**src/rtl/gpcap_pkg.sv**
```systemverilog
package gpcap_pkg;

  // ==========================================================
  // Register map
  localparam logic [7:0] STATUS_OFFSET = 8'h00_A4;
  localparam logic [7:0] COMMAND_OFFSET = 8'h00_A8;
  localparam logic [31:0] STATUS_RESET = 32'h1F00_0217;
  localparam logic [31:0] COMMAND_RESET = 32'h0000_0000;

  // ==========================================================
  // Status field layout
  localparam int STAT_QUEUE_LSB = 24;
  localparam logic [7:0] STAT_QUEUE_DEPTH = 8'h1F;
  localparam int STAT_SIDEBAND_BIT = 9;
  localparam int STAT_ABOVE4G_BIT = 5;
  localparam int STAT_FAST_WRITE_BIT = 4;
  localparam logic [2:0] STAT_RATE_SUPPORT = 3'h7;

  // ==========================================================
  // Command field layout
  localparam int CMD_SIDEBAND_BIT = 9;
  localparam int CMD_PORT_EN_BIT = 8;
  localparam int CMD_FAST_WRITE_BIT = 4;
  localparam logic [31:0] CMD_WRITE_MASK = 32'h0000_0317;

  // One-hot transfer rate codes
  localparam logic [2:0] RATE_1X = 3'h1;
  localparam logic [2:0] RATE_2X = 3'h2;
  localparam logic [2:0] RATE_4X = 3'h4;

  // Sideband command length in 1x mode (clocks)
  localparam logic [1:0] SB_1X_BEATS = 2'h2;

  // Control carried to the port engine
  typedef struct packed {
    logic port_enable;
    logic sideband_enable;
    logic fast_write_enable;
    logic [2:0] transfer_rate_select;
  } gpcap_ctrl_t;

  typedef enum logic [1:0] {
    SB_IDLE = 2'b00,
    SB_COLLECT = 2'b01,
    SB_ISSUE = 2'b10
  } gpcap_sb_state_t;

endpackage : gpcap_pkg

```
**src/rtl/gpcap_regs.sv**
```systemverilog
// Register access over APB was decided locally.
`timescale 1ns/1ps
// How it works
// RL1 - Queue depth field reads constant 1Fh
// RL2 - Sideband support status bit reads one
// RL3 - Above 4 GB status bit reads zero
// RL4 - Fast write support bit reads one
// RL5 - Rate capability field reads 111
// RL6 - Selected rate drives data, sideband, fast write; fast write rate is 1x while fast write is off
// RL7 - Sideband mechanism active only when enabled
// RL8 - Port disabled ignores all operations, sync too
// RL9 - Accepted operations complete after enable clears
// RL10 - Partial 1x sideband command still issues
// RL11 - Pipe always, sideband only when enabled
// RL12 - Fast write enable uses fast protocol
// RL13 - Fall back to PCI when off or 1x
// RL14 - Software selects exactly one rate bit
// RL15 - Reserved bits read zero, writes ignored
module gpcap_regs (
  input wire logic CLK_I,
  input wire logic RST_B_I,
  input wire logic PSEL_I,
  input wire logic PENABLE_I,
  input wire logic PWRITE_I,
  input wire logic [7:0] PADDR_I,
  input wire logic [31:0] PWDATA_I,
  output logic [31:0] PRDATA_O,
  output logic PREADY_O,
  output logic PSLVERR_O,
  input wire logic PIPE_REQ_I,
  input wire logic SIDEBAND_REQ_I,
  input wire logic SYNC_REQ_I,
  input wire logic OP_DONE_I,
  output logic PIPE_ACCEPT_O,
  output logic SIDEBAND_ACCEPT_O,
  output logic SIDEBAND_ISSUE_O,
  output logic SYNC_ACCEPT_O,
  output logic OP_PENDING_O,
  output logic FAST_WRITE_O,
  output logic [2:0] DATA_RATE_O,
  output logic [2:0] SIDEBAND_RATE_O,
  output logic [2:0] FAST_WRITE_RATE_O,
  output logic RATE_ERROR_O
);
  // ==========================================================
  // Register slave
  logic [31:0] command_w;
  logic [31:0] prdata_w;
  logic pready_w;
  logic pslverr_w;
  gpcap_pkg::gpcap_ctrl_t ctrl;

  gpcap_apb_slave u_apb (
    .clk_i(CLK_I),
    .rst_b_i(RST_B_I),
    .psel_i(PSEL_I),
    .penable_i(PENABLE_I),
    .pwrite_i(PWRITE_I),
    .paddr_i(PADDR_I),
    .pwdata_i(PWDATA_I),
    .prdata_o(prdata_w),
    .pready_o(pready_w),
    .pslverr_o(pslverr_w),
    .command_o(command_w)
  );

  // Bus answers come registered from the slave, one wait state
  assign PRDATA_O = prdata_w;
  assign PREADY_O = pready_w;
  assign PSLVERR_O = pslverr_w;

  // Decode command fields into the carrier struct
  assign ctrl = {command_w[gpcap_pkg::CMD_PORT_EN_BIT], command_w[gpcap_pkg::CMD_SIDEBAND_BIT],
                 command_w[gpcap_pkg::CMD_FAST_WRITE_BIT], command_w[2:0]};

  // ==========================================================
  // Request gating
  logic pipe_ok;
  logic sb_ok;
  logic sync_ok;
  logic sb_busy;
  logic sb_issue;
  logic one_x;

  assign one_x = ctrl.transfer_rate_select == gpcap_pkg::RATE_1X;
  assign pipe_ok = ctrl.port_enable && PIPE_REQ_I; // RL8 RL11
  assign sb_ok = ctrl.port_enable && ctrl.sideband_enable && SIDEBAND_REQ_I; // RL7 RL11
  assign sync_ok = ctrl.port_enable && SYNC_REQ_I; // RL8

  gpcap_sideband u_sb (
    .clk_i(CLK_I),
    .rst_b_i(RST_B_I),
    .accept_i(ctrl.port_enable && ctrl.sideband_enable),
    .start_i(SIDEBAND_REQ_I),
    .one_x_i(one_x),
    .issue_o(sb_issue),
    .busy_o(sb_busy)
  );

  // Accept strobes, one cycle each
  always_ff @(posedge CLK_I or negedge RST_B_I) begin
    if (!RST_B_I) begin
      PIPE_ACCEPT_O <= 1'b0;
      SIDEBAND_ACCEPT_O <= 1'b0;
      SYNC_ACCEPT_O <= 1'b0;
      SIDEBAND_ISSUE_O <= 1'b0;
    end else begin
      PIPE_ACCEPT_O <= pipe_ok;
      SIDEBAND_ACCEPT_O <= sb_ok && !sb_busy;
      SYNC_ACCEPT_O <= sync_ok;
      SIDEBAND_ISSUE_O <= sb_issue; // RL10
    end
  end

  // ==========================================================
  // Outstanding operations; a count survives enable falling so
  // accepted work still completes. Saturates at 20h, one above the 1Fh queue depth.
  logic [5:0] pending_q;
  logic take;
  assign take = pipe_ok || (sb_ok && !sb_busy);

  always_ff @(posedge CLK_I or negedge RST_B_I) begin
    if (!RST_B_I) begin
      pending_q <= 6'h00;
    end else if (take && !OP_DONE_I && pending_q != 6'h20) begin
      pending_q <= pending_q + 6'h01;
    end else if (!take && OP_DONE_I && pending_q != 6'h00) begin
      pending_q <= pending_q - 6'h01; // RL9
    end
  end

  always_ff @(posedge CLK_I or negedge RST_B_I) begin
    if (!RST_B_I) begin
      OP_PENDING_O <= 1'b0;
    end else begin
      OP_PENDING_O <= pending_q != 6'h00; // RL9
    end
  end

  // ==========================================================
  // Rate and write protocol selection
  always_ff @(posedge CLK_I or negedge RST_B_I) begin
    if (!RST_B_I) begin
      DATA_RATE_O <= 3'h0;
      SIDEBAND_RATE_O <= 3'h0;
      FAST_WRITE_RATE_O <= 3'h0;
      FAST_WRITE_O <= 1'b0;
    end else begin
      DATA_RATE_O <= ctrl.transfer_rate_select; // RL6
      SIDEBAND_RATE_O <= ctrl.transfer_rate_select; // RL6
      FAST_WRITE_RATE_O <= ctrl.fast_write_enable ? ctrl.transfer_rate_select : gpcap_pkg::RATE_1X; // RL6
      FAST_WRITE_O <= ctrl.fast_write_enable && !one_x; // RL12 RL13
    end
  end

  // Flag a rate field that is not one-hot while the port runs
  always_ff @(posedge CLK_I or negedge RST_B_I) begin
    if (!RST_B_I) begin
      RATE_ERROR_O <= 1'b0;
    end else begin
      RATE_ERROR_O <= ctrl.port_enable && !$onehot(ctrl.transfer_rate_select); // RL14
    end
  end

  // ==========================================================
  // Checks
  chk_port_off_idle: assert property (@(posedge CLK_I) disable iff (!RST_B_I) // RL8
    !ctrl.port_enable |=> !PIPE_ACCEPT_O && !SYNC_ACCEPT_O) else $error("accepted while disabled");
  chk_sb_gated: assert property (@(posedge CLK_I) disable iff (!RST_B_I) // RL7
    !ctrl.sideband_enable |=> !SIDEBAND_ACCEPT_O) else $error("sideband accepted while off");
  chk_pipe_accept: assert property (@(posedge CLK_I) disable iff (!RST_B_I) // RL11
    (ctrl.port_enable && PIPE_REQ_I) |=> PIPE_ACCEPT_O) else $error("pipe request dropped");
  chk_fw_onex: assert property (@(posedge CLK_I) disable iff (!RST_B_I) // RL13
    one_x |=> !FAST_WRITE_O || $past(ctrl.transfer_rate_select) != gpcap_pkg::RATE_1X)
    else $error("fast write in 1x");
  chk_fw_enable: assert property (@(posedge CLK_I) disable iff (!RST_B_I) // RL12
    (ctrl.fast_write_enable && ctrl.transfer_rate_select == gpcap_pkg::RATE_4X) |=> FAST_WRITE_O)
    else $error("fast write not used");
  chk_rate_same: assert property (@(posedge CLK_I) disable iff (!RST_B_I) // RL6
    1'b1 |=> DATA_RATE_O == $past(ctrl.transfer_rate_select) && SIDEBAND_RATE_O == DATA_RATE_O)
    else $error("rates differ");
  chk_pending_keep: assert property (@(posedge CLK_I) disable iff (!RST_B_I) // RL9
    (pending_q != 6'h00 && !OP_DONE_I) |=> pending_q != 6'h00) else $error("pending lost");
  chk_queue_field: assert property (@(posedge CLK_I) disable iff (!RST_B_I) // RL1 RL2 RL3 RL4 RL5
    (PSEL_I && PENABLE_I && PREADY_O && !PWRITE_I && PADDR_I == gpcap_pkg::STATUS_OFFSET)
    |-> PRDATA_O[31:24] == 8'h1F && PRDATA_O[9] && !PRDATA_O[5] && PRDATA_O[4] && PRDATA_O[2:0] == 3'h7)
    else $error("status fields wrong");
  chk_cmd_reserved: assert property (@(posedge CLK_I) disable iff (!RST_B_I) // RL15
    (PSEL_I && PENABLE_I && PREADY_O && !PWRITE_I && PADDR_I == gpcap_pkg::COMMAND_OFFSET)
    |-> PRDATA_O[31:10] == 22'h00_0000 && PRDATA_O[7:5] == 3'h0 && !PRDATA_O[3])
    else $error("reserved bits nonzero");

  cov_pipe: cover property (@(posedge CLK_I) disable iff (!RST_B_I) PIPE_ACCEPT_O);
  cov_sb_issue: cover property (@(posedge CLK_I) disable iff (!RST_B_I) SIDEBAND_ISSUE_O);
  cov_fw: cover property (@(posedge CLK_I) disable iff (!RST_B_I) FAST_WRITE_O);
  cov_sb_drop_en: cover property (@(posedge CLK_I) disable iff (!RST_B_I) sb_busy && !ctrl.port_enable);

endmodule : gpcap_regs

```
**src/rtl/gpcap_apb_slave.sv**
```systemverilog
`timescale 1ns/1ps
// ==========================================================
// APB register slave: status read only, command read/write
module gpcap_apb_slave (
  input wire logic clk_i,
  input wire logic rst_b_i,
  input wire logic psel_i,
  input wire logic penable_i,
  input wire logic pwrite_i,
  input wire logic [7:0] paddr_i,
  input wire logic [31:0] pwdata_i,
  output logic [31:0] prdata_o,
  output logic pready_o,
  output logic pslverr_o,
  output logic [31:0] command_o
);
  logic [31:0] command_q;
  logic [31:0] status_w;
  logic [31:0] prdata_q;
  logic pready_q;
  logic pslverr_q;
  logic hit_cmd;
  logic hit_stat;
  logic access_w;
  logic done_w;

  // Hardwired capability word, reserved bits zero
  assign status_w = {gpcap_pkg::STAT_QUEUE_DEPTH, 14'h0000, 1'b1, 3'h0, 1'b0, 1'b1, 1'b0,
                     gpcap_pkg::STAT_RATE_SUPPORT}; // RL1 RL2 RL3 RL4 RL5 RL15
  assign hit_cmd = paddr_i == gpcap_pkg::COMMAND_OFFSET;
  assign hit_stat = paddr_i == gpcap_pkg::STATUS_OFFSET;
  assign access_w = psel_i && penable_i && !pready_q;
  assign done_w = psel_i && penable_i && pready_q;
  assign pready_o = pready_q;
  assign prdata_o = prdata_q;
  assign pslverr_o = pslverr_q;
  assign command_o = command_q;

  // Command write on the completing edge; masked so reserved bits never store
  always_ff @(posedge clk_i or negedge rst_b_i) begin
    if (!rst_b_i) begin
      command_q <= gpcap_pkg::COMMAND_RESET;
    end else if (done_w && pwrite_i && hit_cmd) begin
      command_q <= pwdata_i & gpcap_pkg::CMD_WRITE_MASK; // RL15
    end
  end

  // Answer registered, one wait state, so bus outputs come from flops
  always_ff @(posedge clk_i or negedge rst_b_i) begin
    if (!rst_b_i) begin
      pready_q <= 1'b0;
      prdata_q <= 32'h0000_0000;
      pslverr_q <= 1'b0;
    end else begin
      pready_q <= access_w;
      prdata_q <= 32'h0000_0000;
      pslverr_q <= 1'b0;
      if (access_w) begin
        if (hit_stat && !pwrite_i) begin
          prdata_q <= status_w;
        end else if (hit_cmd && !pwrite_i) begin
          prdata_q <= command_q;
        end
        pslverr_q <= !(hit_stat || hit_cmd); // Status writes ignored quietly
      end
    end
  end

  chk_status_const: assert property (@(posedge clk_i) disable iff (!rst_b_i) // RL1
    (done_w && !pwrite_i && hit_stat) |-> prdata_o == gpcap_pkg::STATUS_RESET) else $error("status word wrong");
  chk_cmd_reserved: assert property (@(posedge clk_i) disable iff (!rst_b_i) // RL15
    (command_q & ~gpcap_pkg::CMD_WRITE_MASK) == 32'h0000_0000) else $error("reserved command bit set");
  cov_cmd_write: cover property (@(posedge clk_i) disable iff (!rst_b_i)
    done_w && pwrite_i && hit_cmd);

endmodule : gpcap_apb_slave

```
**src/rtl/gpcap_sideband.sv**
```systemverilog
`timescale 1ns/1ps
// ==========================================================
// Sideband command collector; finishes a started 1x command
module gpcap_sideband (
  input wire logic clk_i,
  input wire logic rst_b_i,
  input wire logic accept_i,
  input wire logic start_i,
  input wire logic one_x_i,
  output logic issue_o,
  output logic busy_o
);
  gpcap_pkg::gpcap_sb_state_t state_q;
  logic [1:0] beat_q;

  // Busy until issued, so an accepted start is never dropped
  assign busy_o = state_q != gpcap_pkg::SB_IDLE;

  // Once begun, the command runs to issue regardless of enable
  always_ff @(posedge clk_i or negedge rst_b_i) begin
    if (!rst_b_i) begin
      state_q <= gpcap_pkg::SB_IDLE;
      beat_q <= 2'h0;
    end else begin
      case (state_q)
        gpcap_pkg::SB_IDLE: begin
          if (start_i && accept_i) begin
            state_q <= one_x_i ? gpcap_pkg::SB_COLLECT : gpcap_pkg::SB_ISSUE;
            beat_q <= 2'h1;
          end
        end
        gpcap_pkg::SB_COLLECT: begin
          beat_q <= beat_q + 2'h1;
          if (beat_q + 2'h1 == gpcap_pkg::SB_1X_BEATS) begin
            state_q <= gpcap_pkg::SB_ISSUE; // RL10
          end
        end
        gpcap_pkg::SB_ISSUE: begin
          state_q <= gpcap_pkg::SB_IDLE;
        end
        default: begin
          state_q <= gpcap_pkg::SB_IDLE;
        end
      endcase
    end
  end

  always_ff @(posedge clk_i or negedge rst_b_i) begin
    if (!rst_b_i) begin
      issue_o <= 1'b0;
    end else begin
      issue_o <= state_q == gpcap_pkg::SB_ISSUE;
    end
  end

  chk_sb_finish: assert property (@(posedge clk_i) disable iff (!rst_b_i) // RL10
    (state_q == gpcap_pkg::SB_COLLECT) |-> ##[1:2] (state_q == gpcap_pkg::SB_ISSUE))
    else $error("sideband command not issued");

endmodule : gpcap_sideband

```
**config.mk**
```make
export PLATFORM = sky130hd
export DESIGN_NAME = gpcap_regs
export DESIGN_NICKNAME = d
export VERILOG_FILES = /design/src/rtl/gpcap_pkg.sv /design/src/rtl/gpcap_regs.sv /design/src/rtl/gpcap_apb_slave.sv /design/src/rtl/gpcap_sideband.sv
export SDC_FILE = /design/constraint.sdc
export NUM_CORES = 1
export LEC_CHECK = 0
export BUFFER_PORTS_ARGS = -buffer_cell sky130_fd_sc_hd__buf_4
export CAP_MARGIN = 40
export CORE_UTILIZATION = 48
export DETAILED_ROUTE_END_ITERATION = 8
export PLACE_DENSITY = 0.85
export REMOVE_ABC_BUFFERS = 1
export SYNTH_ARGS = -nofsm -noshare
export SYNTH_HDL_FRONTEND = slang
export SYNTH_SLANG_ARGS = --single-unit
export TNS_END_PERCENT = 100
```
**constraint.sdc**
```tcl
create_clock -name CLK_I -period 7.4 [get_ports CLK_I]
set_input_delay 1.11 -clock CLK_I [delete_from_list [all_inputs] [get_ports CLK_I]]
set_output_delay 1.11 -clock CLK_I [all_outputs]
set_load 0.02 [all_outputs]
```
==> results by stage <==
STA:
- Setup violations remaining at the end of the flow were counted as 0.
- The number of max-slew violations in the final report is 0.
- Between clock sinks in the finished design, the worst skew comes to between 2 and 2.5 ps.
- The hold violation total from the final report is 0.
- Measured against its own limit, the worst slew margin works out to 0.6589.
- The highest clock rate is roughly 350 MHz.
- Setup repair after global routing left no endpoint under its margin.
- Summed over all failing endpoints, the final setup total negative slack is 0 ps.
- The worst path in the final design needs a cycle of roughly 2900 ps, including I/O delays and setup.
- The minimum hold slack is between 300 and 400 ps.
- The transition time at the pin with the least slew margin is around 500 ps.
- The share of the clock period used by the worst path is 0.3862.

Cells and area:
- The fill cell instance count of the final layout is between 300 and 400.
- The area added between synthesis and finish is 20.83%.
- In the final design database the tool counted between 200 and 300 nets.
- The number of diodes is 0.
- The fraction of layout instances using a drive strength above 1 is 0.3507.

Synth:
- The commonest cells after synthesis are 39 x dfrtp_1, 28 x buf_4, 15 x nand2_1.
- dfrtp_1 is the most common cell in the netlist.
- dfrtp_1 takes more of the synthesized area than any other cell.
- Ranked by total cell area, the synthesized netlist is headed by dfrtp_1 52%, buf_4 11%, mux2_2 3.6%, ha_1 3.3%, mux2_4 3.2%.
- Yosys printed 0 warnings.
- The average instance area after synthesis is about 12 sq um.
- The number of unique standard cell types used by synthesis is 36.
- For this run, the leading register cell type out of synthesis is dfrtp_1.
- The number of synthesized flops with an enable pin is 0.
- Of the post-synthesis cell area, the dominant cell type holds 0.5207.
- The post-synthesis instance area is 0.001874 sq mm.
- After synthesis, the share of flip-flops with an asynchronous set or reset is 1.000.
- Synthesis inferred 39 register bits.
- The instance count of the mapped netlist is 160.
- For this run, the register share of the synthesized area comes to 0.5207.

Power and ir drop:
- The highest ir drop seen on vdd is 0.1432 mV.
- The power per unit of standard cell area is approximately 230 mW/mm^2.
- In this run the static leakage power is 1.219 nW.

Min path:
- In this run the most critical hold path is launched from u_sb.issue_o$_DFF_PN0_.
- The tightest min-delay check is of the reg2reg type.

Placed design:
- At the end of routability-driven placement, the weighted congestion stood at between 0.8 and 0.9.
- The HPWL after detailed placement is between 2000 and 2500 um.
- Port buffering added a little over 50 buffers.

Setup path:
- The largest fanout on the critical path is 5.
- The critical path starts at PIPE_REQ_I.
- The setup slack of the most critical reg-to-reg path is 4770 ps.
- The critical path capture point type is a flip-flop.
- The signal on the critical path passes through buf_4, and2_4, a41oi_2, nor2_1, nand2_1, ha_1, nor2b_1, o21ai_0, a21oi_1, mux4_2.
- The kind of cell with the highest combined delay along the critical path is simple AND/OR/NAND/NOR gates.
- Together, buffers and inverters on the worst path number 1.
- STA puts the critical path data arrival time at between 3000 and 4000 ps.
- On the critical path, the stage with the largest delay is an instance of ha_1.
- The kind of start point of the critical path is a primary input.
- The critical path class is in2reg.
- The worst reg2reg path startpoint is pending_q[0]$_DFFE_PN0P_.
- The critical path required time is 7560 ps.
- The biggest cell delay along the critical path is 380 ps.

Die:
- The die extent in x is 64.49 um.
- The initial standard-cell utilization of the core is 0.5044.
- The floorplan step defined a die boundary enclosing 0.004159 sq mm.
- The die is roughly 64 um tall.
- The number of I/O pins is 99.
- After floorplanning, the core was divided into 22 placement rows.
- The core outline area is 0.003716 sq mm.

Drt:
- After detailed routing, no signal wire sits above met4.
- The final routed wire length divided by cell count is 12.06 um.
- Detailed routing placed a total of approximately 1600 um of wire on met2.
- In this run the remaining antenna-violating nets after routing total 0.
- The count of unresolved DRC violations after routing is 0.
- The routed via count is about 1200.
- The met3 layer wire length in the routed design is 181 um.
- The routed design has 3123 um of wire.
- The detailed router put a total of 1289 um of wire on met1.
- The first-iteration detailed-routing DRC count is a little over 40.
- The count of TritonRoute iterations in the first routing pass is 4.
- In the routed layout, each cell is associated on average with a via count of roughly 4.6.

Clock network:
- Counting every sink on the clock net gives 39.
- The clock insertion delay at the later pin of the skew report is 290 ps.
- The number of levels the H-tree was split into is 2.
- No sink is reached through more buffers than the 2 on the longest clock path.
- Clock tree synthesis selected as its root buffer the cell clkbuf_8.
- The hold-fix buffer count after cts is 0.
- The post-CTS clock slew at the launch and capture registers of the worst setup and hold paths is 70 ps.
- TritonCTS built the clock tree.
- The CTS buffer count is 5.
- The post-CTS resize count is 0.
- The buffer count from post-CTS setup fixing is 0.

GRT:
- Summed over all layers, the global routing overflow is 0.
- The number of global-route vias before repair was 1126.
- The total track usage is 0.1705.
- The maximum number of pins on one net before global-route repair is 40.
- The first-pass GRT wire length is about 5100 um.
- The number of antenna violations at the first check in global routing is 0.

Flow run:
- The max-capacitance violation count is 0.

Run status:
- The run finished with clean final reports.
-- metal layers --
| layer | GRT usage | up-vias |
|---|---|---|
| met5 | 0 | - |
| met4 | 0.09167 | 0 |
| met3 | 0.05986 | 6 |
| met2 | 0.2776 | 44 |
| met1 | 0.1963 | 559 |
| li1 | - | 586 |
-- final cells by class --
cell class	count	area, sq um	area share
multi-input combinational	107	740.7	0.3271
timing repair buffer	52	387.9	0.1713
sequential	39	975.9	0.4309
clock inverter	1	5.005	0.002210
tap	48	60.06	0.02652
inverter	5	18.77	0.008287
clock buffer	7	76.32	0.03370
-- logic make-up after synthesis --
group	count (synthesis)	synth area share
AOI/OAI and AO/OA	14	0.05140
xor gates and xnor gates	4	0.01870
adders and majority gates	7	0.05474
buffers and inverters	34	0.1242
DFF	39	0.5207
muxes	11	0.08010
other	1	0.002001
and+or+nand+nor	50	0.1482
-- state kept, by name, indices dropped and copies added (netlist names), 2 cells and up --
name,cells
u_apb.prdata_o,7
SIDEBAND_RATE_O,3
u_sb.beat_q,2
FAST_WRITE_RATE_O,3
u_apb.command_o,6
u_sb.state_q,2
pending_q,6
-- cell usage in the layout (no fill, tap or decap), types with 2 or more instances in the layout --
cell,instances
nand3b_1,2
nand2b_1,4
clkbuf_8,5
xor2_1,2
clkbuf_1,2
or4_1,2
nor2_1,7
ha_1,5
and2_1,4
conb_1,21
a21oi_1,5
mux2_4,4
inv_1,5
fa_1,2
dfrtp_1,39
nand2_1,15
mux2_2,6
buf_4,51
xnor2_1,2
o21ai_0,5
nand4_1,2
nor2b_1,4
-- where the power goes --
group / switching, mW / internal (mW)
Sequential: 0.0204 / 0.233
Combinational: 0.0617 / 0.0800
Clock: 0.0676 / 0.0660
-- through the flow --
stage               worst slack, ps  instance area (sq um)    util  power (mW)  instances
CTS                            4566                   2260  0.6081      0.5346        258
finish                         4542                   2265  0.6094      0.5283        259
floorplan                      4553                   1735       -      0.3641        151
detailed placement             4271                   2178  0.5862      0.3997        250
global route                   4380                   2265  0.6094      0.5627        259
global placement               4321                   2178  0.5862      0.3922        250
-- path summary, 6_finish.rpt --
path	endpoint	cells past startpoint
worst max-delay path	pending_q[5]$_DFFE_PN0P_	10
worst min-delay path	SIDEBAND_ISSUE_O$_DFF_PN0_	0
worst max register to register	pending_q[5]$_DFFE_PN0P_	10
worst min register to register	SIDEBAND_ISSUE_O$_DFF_PN0_	0
max in group asynchronous	pending_q[5]$_DFFE_PN0P_	1
min in group asynchronous	u_sb.beat_q[1]$_DFFE_PN0P_	1
No activity file was read; power rests on OpenSTA's default activity.
